--- src/ssrb_pkg.sv ---
// Function
// RULE_01 - fixed 12-bit chip code, 4-bit revision
// RULE_02 - identity register 0 holds code upper byte
// RULE_03 - identity register 1: code low nibble, revision
// RULE_04 - update_pending_status bit0: fine exposure pending, reset 0
// RULE_05 - update_pending_status bit1: coarse exposure pending, reset 0
// RULE_06 - update_pending_status bit2: gain pending, reset 0
// RULE_07 - update_pending_status bit3: clock divisor pending, reset 0
// RULE_08 - update_pending_status bit4 toggles each frame, reset 1
// RULE_09 - update_pending_status bit5: pan parameters pending, reset 0
// RULE_10 - update_pending_status bit6: tilt parameters pending, reset 0
// RULE_11 - update_pending_status bit7: video timing pending, reset 0
// RULE_12 - 9-bit line count across two registers
// RULE_13 - window x end reported, reset 359
// RULE_14 - window y end reported, reset 293
// RULE_15 - signed 12-bit dark average, 1/2/4 lines
// RULE_16 - signed 12-bit black average, 4/8 lines
// RULE_17 - window_clip_status bit0: x window clipped, reset 0
// RULE_18 - window_clip_status bit1: y window clipped, reset 0
// RULE_19 - writes ignored, reads never alter flags
package ssrb_pkg;

  ////////////////////////////////////////////////////////////////////////////////
  // register indices
  localparam logic [7:0] IDX_CHIP_ID_UPPER          = 8'h00;
  localparam logic [7:0] IDX_CHIP_ID_LOWER_REVISION = 8'h01;
  localparam logic [7:0] IDX_UPDATE_PENDING_STATUS  = 8'h02;
  localparam logic [7:0] IDX_LINE_COUNTER_UPPER     = 8'h03;
  localparam logic [7:0] IDX_LINE_COUNTER_LOWER     = 8'h04;
  localparam logic [7:0] IDX_WINDOW_X_END_UPPER     = 8'h05;
  localparam logic [7:0] IDX_WINDOW_X_END_LOWER     = 8'h06;
  localparam logic [7:0] IDX_WINDOW_Y_END_UPPER     = 8'h07;
  localparam logic [7:0] IDX_WINDOW_Y_END_LOWER     = 8'h08;
  localparam logic [7:0] IDX_DARK_AVERAGE_UPPER     = 8'h09;
  localparam logic [7:0] IDX_DARK_AVERAGE_LOWER     = 8'h0A;
  localparam logic [7:0] IDX_BLACK_AVERAGE_UPPER    = 8'h0B;
  localparam logic [7:0] IDX_BLACK_AVERAGE_LOWER    = 8'h0C;
  localparam logic [7:0] IDX_WINDOW_CLIP_STATUS     = 8'h0D;
  localparam logic [7:0] IDX_STATUS_LAST            = 8'h0F; // end of status group

  ////////////////////////////////////////////////////////////////////////////////
  // identity (values arbitrary, not a real part)
  localparam logic [11:0] CHIP_TYPE_CODE = 12'h5C3; // arbitrary value
  localparam logic [3:0]  MASK_REV_CODE  = 4'h2;    // arbitrary value

  ////////////////////////////////////////////////////////////////////////////////
  // pending flag slots and their update_pending_status bit positions
  localparam int NUM_PEND       = 7;
  localparam int PEND_FINE      = 0;
  localparam int PEND_COARSE    = 1;
  localparam int PEND_GAIN      = 2;
  localparam int PEND_CLKDIV    = 3;
  localparam int PEND_PAN       = 4;
  localparam int PEND_TILT      = 5;
  localparam int PEND_TIMING    = 6;
  localparam int ST0_FINE_BIT   = 0;
  localparam int ST0_COARSE_BIT = 1;
  localparam int ST0_GAIN_BIT   = 2;
  localparam int ST0_CLKDIV_BIT = 3;
  localparam int ST0_ODD_BIT    = 4;
  localparam int ST0_PAN_BIT    = 5;
  localparam int ST0_TILT_BIT   = 6;
  localparam int ST0_TIMING_BIT = 7;
  localparam int ST1_XCLIP_BIT  = 0;
  localparam int ST1_YCLIP_BIT  = 1;

  ////////////////////////////////////////////////////////////////////////////////
  // reset values
  localparam logic [NUM_PEND-1:0] PEND_RST  = 7'h00;
  localparam logic                ODD_RST   = 1'b1;
  localparam logic [8:0]          XEND_RST  = 9'h167; // 359
  localparam logic [8:0]          YEND_RST  = 9'h125; // 293
  localparam logic [8:0]          XEND_MAX  = 9'h167; // largest legal x end
  localparam logic [8:0]          YEND_MAX  = 9'h125; // largest legal y end
  localparam logic [11:0]         AVG_RST   = 12'h000;
  localparam logic [8:0]          LINE_RST  = 9'h000;

  ////////////////////////////////////////////////////////////////////////////////
  // averaging geometry
  localparam int AVG_ACC_W   = 23;   // 12 bits + 256 pixels + 8 lines
  localparam int AVG_DARK    = 0;    // channel index of dark lines
  localparam int AVG_BLACK   = 1;    // channel index of black lines
  localparam logic [3:0] SAMPLES_LOG2_MAX = 4'h8; // 256 pixels per line

  ////////////////////////////////////////////////////////////////////////////////
  // pipeline events, all one-cycle pulses
  typedef struct packed {
    logic [NUM_PEND-1:0] param_write; // host wrote a parameter
    logic [NUM_PEND-1:0] param_apply; // sensor took a parameter into use
    logic                frame_start; // first cycle of a frame
    logic                line_start;  // first cycle of a line
  } ssrb_evt_s;

  // calibration pixel stream
  typedef struct packed {
    logic [1:0]         pix_valid; // sample valid per channel
    logic [1:0]         line_end;  // calibration line finished per channel
    logic signed [11:0] pix_data;  // signed sample
  } ssrb_cal_s;

  // window geometry
  typedef struct packed {
    logic [8:0] x_offset; // programmed x start
    logic [8:0] x_size;   // requested width
    logic [8:0] y_offset; // programmed y start
    logic [8:0] y_size;   // requested height
  } ssrb_win_s;

endpackage

--- src/ssrb_status_bank.sv ---
`timescale 1ns/1ps
module ssrb_status_bank
  import ssrb_pkg::*;
(
  input  wire logic       clk_i,          // system clock 200 MHz
  input  wire logic       nrst_i,         // async reset, active low
  input  wire logic       rd_en_i,        // register read strobe
  input  wire logic [7:0] rd_index_i,     // register read index
  output logic      [7:0] rd_data_o,      // read data, registered
  output logic            rd_valid_o,     // read data valid pulse
  input  wire logic       wr_en_i,        // register write strobe
  input  wire logic [7:0] wr_index_i,     // register write index
  output logic            wr_ignored_o,   // write hit status group
  input  wire ssrb_evt_s  evt_i,          // pipeline events
  input  wire ssrb_win_s  win_i,          // window geometry
  input  wire ssrb_cal_s  cal_i,          // calibration pixels
  input  wire logic [1:0] dark_lines_i,   // 0:1 1:2 2:4 lines
  input  wire logic       black_lines_i,  // 0:4 1:8 lines
  input  wire logic [3:0] samples_log2_i  // pixels per line, log2
);

  ////////////////////////////////////////////////////////////////////////////////
  // state
  logic [NUM_PEND-1:0] pend_ff;      // update pending flags
  logic                odd_ff;       // odd/even frame
  logic [8:0]          line_cnt_ff;  // current line
  logic [8:0]          xend_ff;      // window x end
  logic [8:0]          yend_ff;      // window y end
  logic                xclip_ff;     // x clipped
  logic                yclip_ff;     // y clipped
  logic [11:0]         avg_ff [2];   // averages per channel
  logic [7:0]          update_pending_status;      // assembled update_pending_status
  logic [7:0]          nxt_rd_data;  // read mux output
  logic [9:0]          x_sum;        // unclamped x end + 1
  logic [9:0]          y_sum;        // unclamped y end + 1
  logic [3:0]          smp_log2;     // clamped sample count log2

  ////////////////////////////////////////////////////////////////////////////////
  // lines per average, log2, by channel
  function automatic logic [1:0] lines_log2(input int ch, input logic [1:0] dsel,
                                            input logic bsel);
    logic [1:0] r;
    r = 2'h0;
    if (ch == AVG_DARK) begin
      r = (dsel == 2'h3) ? 2'h2 : dsel;
    end else begin
      r = bsel ? 2'h3 : 2'h2;
    end
    return r;
  endfunction

  ////////////////////////////////////////////////////////////////////////////////
  // pending flags: set by write, cleared only by apply; set wins
  genvar g;
  generate
    for (g = 0; g < NUM_PEND; g++) begin : g_pend
      always_ff @(posedge clk_i or negedge nrst_i) begin
        if (!nrst_i) begin
          pend_ff[g] <= PEND_RST[g];
        end else if (evt_i.param_write[g]) begin // RULE_04 RULE_05 RULE_06 RULE_07
          pend_ff[g] <= 1'b1;                    // RULE_09 RULE_10 RULE_11
        end else if (evt_i.param_apply[g]) begin // RULE_19
          pend_ff[g] <= 1'b0;
        end
      end
    end
  endgenerate

  ////////////////////////////////////////////////////////////////////////////////
  // odd/even frame flag
  always_ff @(posedge clk_i or negedge nrst_i) begin
    if (!nrst_i) begin
      odd_ff <= ODD_RST;
    end else if (evt_i.frame_start) begin
      odd_ff <= ~odd_ff; // RULE_08
    end
  end

  ////////////////////////////////////////////////////////////////////////////////
  // line counter: cleared at frame start, counts line starts
  always_ff @(posedge clk_i or negedge nrst_i) begin
    if (!nrst_i) begin
      line_cnt_ff <= LINE_RST;
    end else if (evt_i.frame_start) begin
      line_cnt_ff <= LINE_RST;
    end else if (evt_i.line_start) begin
      line_cnt_ff <= line_cnt_ff + 9'h001; // RULE_12
    end
  end

  ////////////////////////////////////////////////////////////////////////////////
  // window end coordinates, recomputed when pan/tilt applied
  assign x_sum = {1'b0, win_i.x_offset} + {1'b0, win_i.x_size};
  assign y_sum = {1'b0, win_i.y_offset} + {1'b0, win_i.y_size};

  // x end and clip flag
  always_ff @(posedge clk_i or negedge nrst_i) begin
    if (!nrst_i) begin
      xend_ff  <= XEND_RST;
      xclip_ff <= 1'b0;
    end else if (evt_i.param_apply[PEND_PAN]) begin
      if (x_sum > {1'b0, XEND_MAX} + 10'h001) begin // window runs off array
        xend_ff  <= XEND_MAX;                      // RULE_13
        xclip_ff <= 1'b1;                          // RULE_17
      end else begin
        xend_ff  <= 9'(x_sum - 10'h001);           // RULE_13
        xclip_ff <= 1'b0;                          // RULE_17
      end
    end
  end

  // y end and clip flag
  always_ff @(posedge clk_i or negedge nrst_i) begin
    if (!nrst_i) begin
      yend_ff  <= YEND_RST;
      yclip_ff <= 1'b0;
    end else if (evt_i.param_apply[PEND_TILT]) begin
      if (y_sum > {1'b0, YEND_MAX} + 10'h001) begin // window runs off array
        yend_ff  <= YEND_MAX;                      // RULE_14
        yclip_ff <= 1'b1;                          // RULE_18
      end else begin
        yend_ff  <= 9'(y_sum - 10'h001);           // RULE_14
        yclip_ff <= 1'b0;                          // RULE_18
      end
    end
  end

  ////////////////////////////////////////////////////////////////////////////////
  // dark and black averagers
  assign smp_log2 = (samples_log2_i > SAMPLES_LOG2_MAX) ? SAMPLES_LOG2_MAX : samples_log2_i;

  generate
    for (g = 0; g < 2; g++) begin : g_avg
      logic signed [AVG_ACC_W-1:0] acc_ff;   // running sum
      logic [8:0]                  pix_ff;   // pixels taken this line
      logic [3:0]                  lines_ff; // lines done
      logic [1:0]                  nl2;      // lines log2
      logic [3:0]                  nlines;   // lines per average
      logic [8:0]                  npix;     // pixels per line
      logic [4:0]                  shamt;    // divide shift
      logic signed [AVG_ACC_W-1:0] quot;     // shifted sum

      assign nl2    = lines_log2(g, dark_lines_i, black_lines_i);
      assign nlines = 4'h1 << nl2;
      assign npix   = 9'h001 << smp_log2;
      assign shamt  = {1'b0, smp_log2} + {3'h0, nl2};
      assign quot   = acc_ff >>> shamt;

      // accumulate, divide by shift once enough lines seen
      always_ff @(posedge clk_i or negedge nrst_i) begin
        if (!nrst_i) begin
          acc_ff   <= '0;
          pix_ff   <= 9'h000;
          lines_ff <= 4'h0;
          avg_ff[g] <= AVG_RST;
        end else if (evt_i.frame_start) begin // restart every frame
          acc_ff   <= '0;
          pix_ff   <= 9'h000;
          lines_ff <= 4'h0;
        end else if (cal_i.line_end[g]) begin
          pix_ff <= 9'h000;
          if (lines_ff + 4'h1 == nlines) begin
            avg_ff[g] <= quot[11:0]; // RULE_15 RULE_16
            acc_ff    <= '0;
            lines_ff  <= 4'h0;
          end else begin
            lines_ff <= lines_ff + 4'h1;
          end
        end else if (cal_i.pix_valid[g] && pix_ff < npix) begin // cap samples per line
          acc_ff <= acc_ff + AVG_ACC_W'(cal_i.pix_data);        // RULE_15 RULE_16
          pix_ff <= pix_ff + 9'h001;
        end
      end
    end
  endgenerate

  ////////////////////////////////////////////////////////////////////////////////
  // update_pending_status assembly
  always_comb begin
    update_pending_status                 = 8'h00;
    update_pending_status[ST0_FINE_BIT]   = pend_ff[PEND_FINE];
    update_pending_status[ST0_COARSE_BIT] = pend_ff[PEND_COARSE];
    update_pending_status[ST0_GAIN_BIT]   = pend_ff[PEND_GAIN];
    update_pending_status[ST0_CLKDIV_BIT] = pend_ff[PEND_CLKDIV];
    update_pending_status[ST0_ODD_BIT]    = odd_ff; // RULE_08
    update_pending_status[ST0_PAN_BIT]    = pend_ff[PEND_PAN];
    update_pending_status[ST0_TILT_BIT]   = pend_ff[PEND_TILT];
    update_pending_status[ST0_TIMING_BIT] = pend_ff[PEND_TIMING];
  end

  ////////////////////////////////////////////////////////////////////////////////
  // read mux, side-effect free
  always_comb begin
    nxt_rd_data = 8'h00; // unused indices read zero
    case (rd_index_i)
      IDX_CHIP_ID_UPPER:          nxt_rd_data = CHIP_TYPE_CODE[11:4];          // RULE_01 RULE_02
      IDX_CHIP_ID_LOWER_REVISION: nxt_rd_data = {CHIP_TYPE_CODE[3:0], MASK_REV_CODE}; // RULE_03
      IDX_UPDATE_PENDING_STATUS:  nxt_rd_data = update_pending_status;
      IDX_LINE_COUNTER_UPPER:     nxt_rd_data = {7'h00, line_cnt_ff[8]};       // RULE_12
      IDX_LINE_COUNTER_LOWER:     nxt_rd_data = line_cnt_ff[7:0];              // RULE_12
      IDX_WINDOW_X_END_UPPER:     nxt_rd_data = {7'h00, xend_ff[8]};           // RULE_13
      IDX_WINDOW_X_END_LOWER:     nxt_rd_data = xend_ff[7:0];                  // RULE_13
      IDX_WINDOW_Y_END_UPPER:     nxt_rd_data = {7'h00, yend_ff[8]};           // RULE_14
      IDX_WINDOW_Y_END_LOWER:     nxt_rd_data = yend_ff[7:0];                  // RULE_14
      IDX_DARK_AVERAGE_UPPER:     nxt_rd_data = {4'h0, avg_ff[AVG_DARK][11:8]};  // RULE_15
      IDX_DARK_AVERAGE_LOWER:     nxt_rd_data = avg_ff[AVG_DARK][7:0];           // RULE_15
      IDX_BLACK_AVERAGE_UPPER:    nxt_rd_data = {4'h0, avg_ff[AVG_BLACK][11:8]}; // RULE_16
      IDX_BLACK_AVERAGE_LOWER:    nxt_rd_data = avg_ff[AVG_BLACK][7:0];          // RULE_16
      IDX_WINDOW_CLIP_STATUS:     nxt_rd_data = {6'h00, yclip_ff, xclip_ff};     // RULE_17 RULE_18
      default:                    nxt_rd_data = 8'h00;
    endcase
  end

  // registered read answer
  always_ff @(posedge clk_i or negedge nrst_i) begin
    if (!nrst_i) begin
      rd_data_o  <= 8'h00;
      rd_valid_o <= 1'b0;
    end else begin
      rd_valid_o <= rd_en_i;
      if (rd_en_i) begin
        rd_data_o <= nxt_rd_data;
      end
    end
  end

  ////////////////////////////////////////////////////////////////////////////////
  // writes to status group stored nowhere, only flagged
  always_ff @(posedge clk_i or negedge nrst_i) begin
    if (!nrst_i) begin
      wr_ignored_o <= 1'b0;
    end else begin
      wr_ignored_o <= wr_en_i && (wr_index_i <= IDX_STATUS_LAST); // RULE_19
    end
  end

endmodule

--- config.mk ---
export PLATFORM = sky130hd
export DESIGN_NAME = ssrb_status_bank
export DESIGN_NICKNAME = d
export VERILOG_FILES = /design/src/ssrb_pkg.sv /design/src/ssrb_status_bank.sv
export SDC_FILE = /design/constraint.sdc
export NUM_CORES = 1
export LEC_CHECK = 0
export BUFFER_PORTS_ARGS = -buffer_cell sky130_fd_sc_hd__buf_4
export CAP_MARGIN = 40
export CELL_PAD_IN_SITES_DETAIL_PLACEMENT = 0
export CELL_PAD_IN_SITES_GLOBAL_PLACEMENT = 1
export CORE_AREA = 2 2 163 165
export DETAILED_ROUTE_END_ITERATION = 10
export DIE_AREA = 0 0 165 167
export GPL_TIMING_DRIVEN = 0
export PLACE_DENSITY_LB_ADDON = 0.1
export SLEW_MARGIN = 20
export SYNTH_ARGS = -nofsm -noshare
export SYNTH_HDL_FRONTEND = slang
export SYNTH_SLANG_ARGS = --single-unit
--- constraint.sdc ---
create_clock -name clk_i -period 3.8 [get_ports clk_i]
set_clock_uncertainty 0.2 [all_clocks]
set_input_delay 0 -clock clk_i [delete_from_list [all_inputs] [get_ports clk_i]]
set_output_delay 0 -clock clk_i [all_outputs]
set_load 0.02 [all_outputs]
# Yosys cells after proc, flatten, opt, wreduce, memory -nomap -nowiden
# Index checks and enable logic that the tools add are counted.
dict set report word_totals {
  out_inout_bits 10
  elab_cells 132
  in_bits 95
  ff_bits 143
}
dict set report op_classes {
  eq_ne 18
  order_cmp 6
  shift 5
  n_reduce_logical 20
  add_sub_neg 13
  n_mux 44
  bitwise 2
}
# operator count
set ops {}
lappend ops {{23-bit 2-to-1 mux} 8}
lappend ops {{8-bit one-hot mux with 14 select lines} 1}
lappend ops {{9-bit 2-to-1 mux} 10}
lappend ops {{8-bit by 4-bit == test with 1-bit output, second input constant} 6}
lappend ops {{23-bit by 12-bit adder with 23-bit output} 2}
lappend ops {{23-bit by 5-bit >>> shifter with 12-bit output} 2}
lappend ops {{8-bit by 3-bit == test with 1-bit output, second input constant} 4}
lappend ops {{4-bit 2-to-1 mux} 7}
lappend ops {{9-bit by 1-bit adder with 9-bit output, second input constant} 3}
lappend ops {{9-bit by 9-bit adder with 10-bit output} 2}
lappend ops {{10-bit by 9-bit > comparator with 1-bit output, second input constant} 2}
lappend ops {{2-bit nonzero test} 10}
lappend ops {{9-bit less-than comparator} 2}
lappend ops {{9-bit by 1-bit subtractor with 9-bit output, second input constant} 2}
lappend ops {{1-bit 2-to-1 mux} 17}
lappend ops {{8-bit by 2-bit == test with 1-bit output, second input constant} 2}
lappend ops {{4-bit by 2-bit adder with 5-bit output} 2}
lappend ops {{1-bit by 4-bit << shifter with 9-bit output, first input constant} 1}
lappend ops {{4-bit by 1-bit adder with 4-bit output, second input constant} 2}
lappend ops {{4-bit == test} 2}
lappend ops {{8-bit by 1-bit == test with 1-bit output, second input constant} 1}
lappend ops {{8-bit by 4-bit <= comparator with 1-bit output, second input constant} 1}
lappend ops {{8-bit zero test} 1}
lappend ops {{1-bit by 2-bit << shifter with 4-bit output, first input constant} 2}
lappend ops {{other kinds (9)} 16}

# Longest topological paths before layout
dict set report depth {
  ltp_word 8
  mapped_depth 14
  depth_no_buf 12
}

# Worst setup path before layout
# No wires, ideal clock.
dict set report synth_timing {
  path_kind {reg2reg}
  start {reg g_avg[1].acc_ff[0]}
  end {reg g_avg[1].acc_ff[20]}
  stages_incl_launch_ff 12
  path_slack_ns 0.742
  synth_period_minus_slack_ns 3.058
  setup_ns 0.121
  arrival_ns 2.737
  required_time_ns 3.479
  n_path_buf 0
  cell_sequence {dfrtp_1 > ha_1 > fa_1 > a211o_1 > a2111oi_2 > o2111ai_1 > a41oi_2 > o21ai_1 > a21o_1 > a21oi_1 > xnor2_1 > a22o_1}
}
dict set report synth_between {
  elab_chain_len 4
}
# item line
set synth_rtl {}
lappend synth_rtl {{start, declared} ssrb_status_bank.sv:134} ;# logic signed [AVG_ACC_W-1:0] acc_ff;
lappend synth_rtl {{start signal, assigned} ssrb_status_bank.sv:170} ;# acc_ff <= acc_ff + AVG_ACC_W'(cal_i.pix_data);
lappend synth_rtl {{23-bit by 12-bit adder with 23-bit output} ssrb_status_bank.sv:170}
lappend synth_rtl {{23-bit 2-to-1 mux} ssrb_status_bank.sv:169} ;# end else if (cal_i.pix_valid[g] && pix_ff < npix) begin
lappend synth_rtl {{23-bit 2-to-1 mux} ssrb_status_bank.sv:160} ;# end else if (cal_i.line_end[g]) begin
lappend synth_rtl {{23-bit 2-to-1 mux} ssrb_status_bank.sv:156} ;# end else if (evt_i.frame_start) begin
# No other way between the ends. The select of a mux whose other input is x is not followed.
# A chain may end at the register's enable or synchronous reset.

# Worst setup path in the final report
dict set report layout_timing {
  start {reg g_avg[1].acc_ff[0]}
  end {reg g_avg[1].acc_ff[22]}
}
# Same word-level chain as after synthesis.

==> metrics.csv <==
stage,metric,value,unit
power,Design Power,5.07,mW
floorplanning,core box area,25800,um2
setup_path,FF-to-FF End,g_avg[1].acc_ff[22]$_DFFE_PN0P_,
yosys,Cells after Synth,1224,
routing,vias per inst,5.51,
floorplanning,Initial Util,44.4,%
setup_path,CP Max Fanout,4,
global_routing,first-pass GRT wire length,48100,um
clock_tree,Clock Sinks,143,
setup_path,Critical Path Max Stage Delay,440,ps
clock_tree,Worst-path clk slew,60,ps
setup_path,crit-path cells,"ha_1, fa_1, a211o_1, a2111oi_2, o2111ai_1, a41oi_2, o21ai_1, nor3b_1, nor3_1, a21oi_1, o21ai_0",
yosys,Post-Syn Area per Cell,9.34,um2
global_routing,pin count of the biggest net entering global routing,72,
sta,Fin Setup TNS,0,ps
setup_path,crit path DAT,3680,ps
sta,"Slew Viols, Final",0,
finish,fin cells,1743,
global_routing,initial antenna violation count,1,
power,maximum vdd drop,0.326,mV
sta,clock period minus worst slack,3540,ps
floorplanning,DIE WIDTH,165,um
power,PD cells,368,nW/um2
yosys,Synth top area share,28.9,%
clock_tree,Max Root-Sink Buffers,2,
global_routing,vias in the first global route,9455,
yosys,Synth Flop Type,dfrtp_1,
place,Final Wtd Congestion,0.853,
setup_path,Worst setup SP type,flip-flop,
routing,vias,9602,
finish,Filler cells,2435,
routing,Post-Route WL,29300,um
finish,layout cells sized above 1,15.1,%
place,Post-DP HPWL,22400,um
clock_tree,Clock Latency Late Sink,430,ps
clock_tree,CTS H-tree depth,4,
yosys,register area share after synthesis,31.4,%
routing,Detailed Routing Iterations Pass 1,5,
routing,DRT antenna net count,0,
worst_hold_path,Hold Startpoint,cal_i[15],
worst_hold_path,hold crit path type,input pin to flip-flop,
finish,area delta synth->final,20.5,%
yosys,Netlist Area Pre-Place,11400,um2
sta,Worst-Margin Slew,809,ps
routing,Routed WL per cell,16.8,um
setup_path,critical setup path kind,flip-flop to flip-flop,
setup_path,worst flop-to-flop path startpoint,g_avg[1].acc_ff[0]$_DFFE_PN0P_,
floorplanning,io pins,105,
setup_path,critical path data required time,3940,ps
floorplanning,row count,59,
setup_path,Critical Path End Type,flip-flop,
clock_tree,CTS Buf Count,17,
yosys,Post-Syn Nets,1414,
setup_path,Worst Reg-to-Reg Cells,11,
yosys,Post-synth EDFFs,0,
clock_tree,CTS tree,built,
yosys,Synth Warn #,0,
setup_path,Slowest cell on crit path,fa_1,
status,status,"finished, final reports clean",
finish,Final nets,1584,
sta,final worst-path cycle share,93.1,%
place,Placed Cells,1658,
floorplanning,DIE AREA,27600,um2
yosys,number of synthesized register bits,143,
sta,Rel. slew slack,45.7,%
worst_hold_path,hold path depth,6,
yosys,Netlist cell types,75,
global_routing,GRT overflow,0,
routing,# DRC,0,
worst_hold_path,Hold EP,g_avg[1].pix_ff[0]$_DFFE_PN0P_,
clock_tree,# Post-CTS Setup Buffers,0,
yosys,cell accounting for the most synthesized area,dfrtp_1,
run,Max Cap Viol,0,
clock_tree,CTS Root Cell,clkbuf_16,
yosys,top post-synthesis cells by area,"dfrtp_1, ha_1, mux2i_1",
floorplanning,DIE HEIGHT,167,um
place,I/O Buffers,96,
sta,final hold vios,0,
sta,Fmax,0.283,GHz
sta,RSZ-0062 raised after global routing,false,
setup_path,r2r setup slk,260,ps
power,leakage dissipation,6.38,nW
sta,final setup vio count,0,
routing,initial drt markers,452,
yosys,asr flop ratio synth,100,%
global_routing,GR Util All Layers,21.9,%
==> layout make-up <==
| cell class | count | area, um2 | area share (%) |
|---|---|---|---|
| Sequential cell | 143 | 3590 | 26.1 |
| Buffer | 55 | 226 | 1.64 |
| Clock buffer | 20 | 447 | 3.24 |
| Inverter | 54 | 203 | 1.47 |
| Tap cell | 335 | 419 | 3.04 |
| Multi-Input combinational cell | 972 | 7410 | 53.8 |
| Timing Repair Buffer | 151 | 1310 | 9.50 |
| Antenna cell | 1 | 2.50 | 0.0182 |
| Clock inverter | 12 | 161 | 1.17 |
==> layout by cell type (no fill, tap or decap), drive strengths merged, types with 13 or more instances in the layout <==
master,n
dlygate4sd3,51
a21o,35
clkbuf,55
o21a,15
buf,120
dfrtp,132
or3,15
o31ai,14
a21oi,76
inv,56
xor2,41
mux4,13
ha,90
nor2,81
mux2i,96
nand2,92
mux2,26
xnor2,49
o21ai,80
a22o,30
nand4,19
nand3,24
nor2b,15
==> Yosys cell counts (5+ instances only) <==
| library cell | instances |
|---|---|
| dfrtp_1 | 132 |
| mux2i_1 | 96 |
| nand2_1 | 91 |
| ha_1 | 90 |
| nor2_1 | 81 |
| a21oi_1 | 76 |
| o21ai_0 | 72 |
| inv_1 | 54 |
| xnor2_1 | 47 |
| xor2_1 | 41 |
| a21o_1 | 35 |
| clkbuf_1 | 35 |
| a22o_1 | 30 |
| mux2_2 | 26 |
| nand3_1 | 24 |
| nand4_1 | 19 |
| nor2b_1 | 15 |
| o21a_1 | 14 |
| o31ai_1 | 14 |
| or3_1 | 14 |
| mux4_2 | 13 |
| a31oi_1 | 11 |
| dfstp_2 | 11 |
| o22ai_1 | 11 |
| buf_2 | 10 |
| nor3_1 | 10 |
| nand2b_1 | 9 |
| o211ai_1 | 9 |
| a211oi_1 | 8 |
| buf_1 | 8 |
| o22a_1 | 8 |
| or4_1 | 8 |
| nand3b_1 | 7 |
| o2bb2ai_1 | 7 |
| and2_1 | 6 |
| and3_1 | 6 |
| fa_1 | 5 |
| o21ai_1 | 5 |
==> power by group <==
| group | internal (mW) | switching (mW) | total (mW) |
|---|---|---|---|
| Clock | 1.06 | 0.683 | 1.74 |
| Sequential | 1.70 | 0.153 | 1.85 |
| Combinational | 0.694 | 0.789 | 1.48 |
==> sequential cells by signal, indices dropped and copies added, names as in the netlist <==
register / flops
yclip_ff: 1
g_avg.lines_ff: 8
line_cnt_ff: 9
rd_valid_o: 1
g_avg.acc_ff: 46
avg_ff: 24
wr_ignored_o: 1
g_avg.pix_ff: 18
rd_data_o: 8
pend_ff: 7
odd_ff: 1
xend_ff: 9
yend_ff: 9
xclip_ff: 1
==> repair_timing <==
action | CTS | global route
endpoints found under the setup margin | 0 | 1
hold buffers | 52 | 0
gates resized for setup | 0 | 1
endpoints found under the hold margin | 218 | 0
==> metal layers <==
| metal | track usage, % | part of all wire (%) | routed length [um] | vias to the layer above |
|---|---|---|---|---|
| met5 | 0 | 0 | 0 | - |
| met4 | 6.47 | 1.6 | 461 | 0 |
| met3 | 2.67 | 2.8 | 828 | 30 |
| met2 | 35.5 | 47 | 13600 | 167 |
| met1 | 30.6 | 49 | 14400 | 4540 |
| li1 | - | - | - | 4865 |
==> per-stage QoR <==
stage	hold slack, ps	util [%]	instance area (um2)	worst slack [ps]
after CTS	5.09	53.4	13800	212
final	13.6	53.5	13800	261
after detailed placement	-175	49.0	12600	299
after global placement	-79.0	48.8	12600	287
after global routing	36.9	53.5	13800	13.4
after floorplan	-496	-	11400	742
==> critical path, delay by kind of cell, from the launching register on <==
family	cells	cell delay (ps)
compound gates	7	1720
flops	1	400
fa+ha+maj	2	670
simple gates	2	470
==> how the worst max path moves through the flow <==
stage,from,end,slack (ps),depth (start not counted)
5_1_grt,g_avg[1].acc_ff[0]$_DFFE_PN0P_,g_avg[1].acc_ff[22]$_DFFE_PN0P_,10,11
6_report,g_avg[1].acc_ff[0]$_DFFE_PN0P_,g_avg[1].acc_ff[22]$_DFFE_PN0P_,260,11
4_1_cts,g_avg[1].acc_ff[0]$_DFFE_PN0P_,g_avg[1].acc_ff[22]$_DFFE_PN0P_,210,11
2_1_floorplan,g_avg[1].acc_ff[0]$_DFFE_PN0P_,g_avg[1].acc_ff[20]$_DFFE_PN0P_,740,11
3_3_place_gp,g_avg[1].acc_ff[0]$_DFFE_PN0P_,g_avg[1].acc_ff[22]$_DFFE_PN0P_,290,11
3_5_place_dp,g_avg[1].acc_ff[0]$_DFFE_PN0P_,g_avg[1].acc_ff[22]$_DFFE_PN0P_,300,11
==> logic make-up after synthesis <==
group	count (synthesis)	synth area share, %
multiplexers	135	13.5
AND/OR/NAND/NOR	307	13.1
adder cells (fa/ha/maj)	95	10.7
buffers and inverters	109	3.75
flip-flops	143	31.4
XOR/XNOR	90	7.13
AO/OA/AOI/OAI	345	20.4
Note: power is estimated with default switching activity, not from simulation.
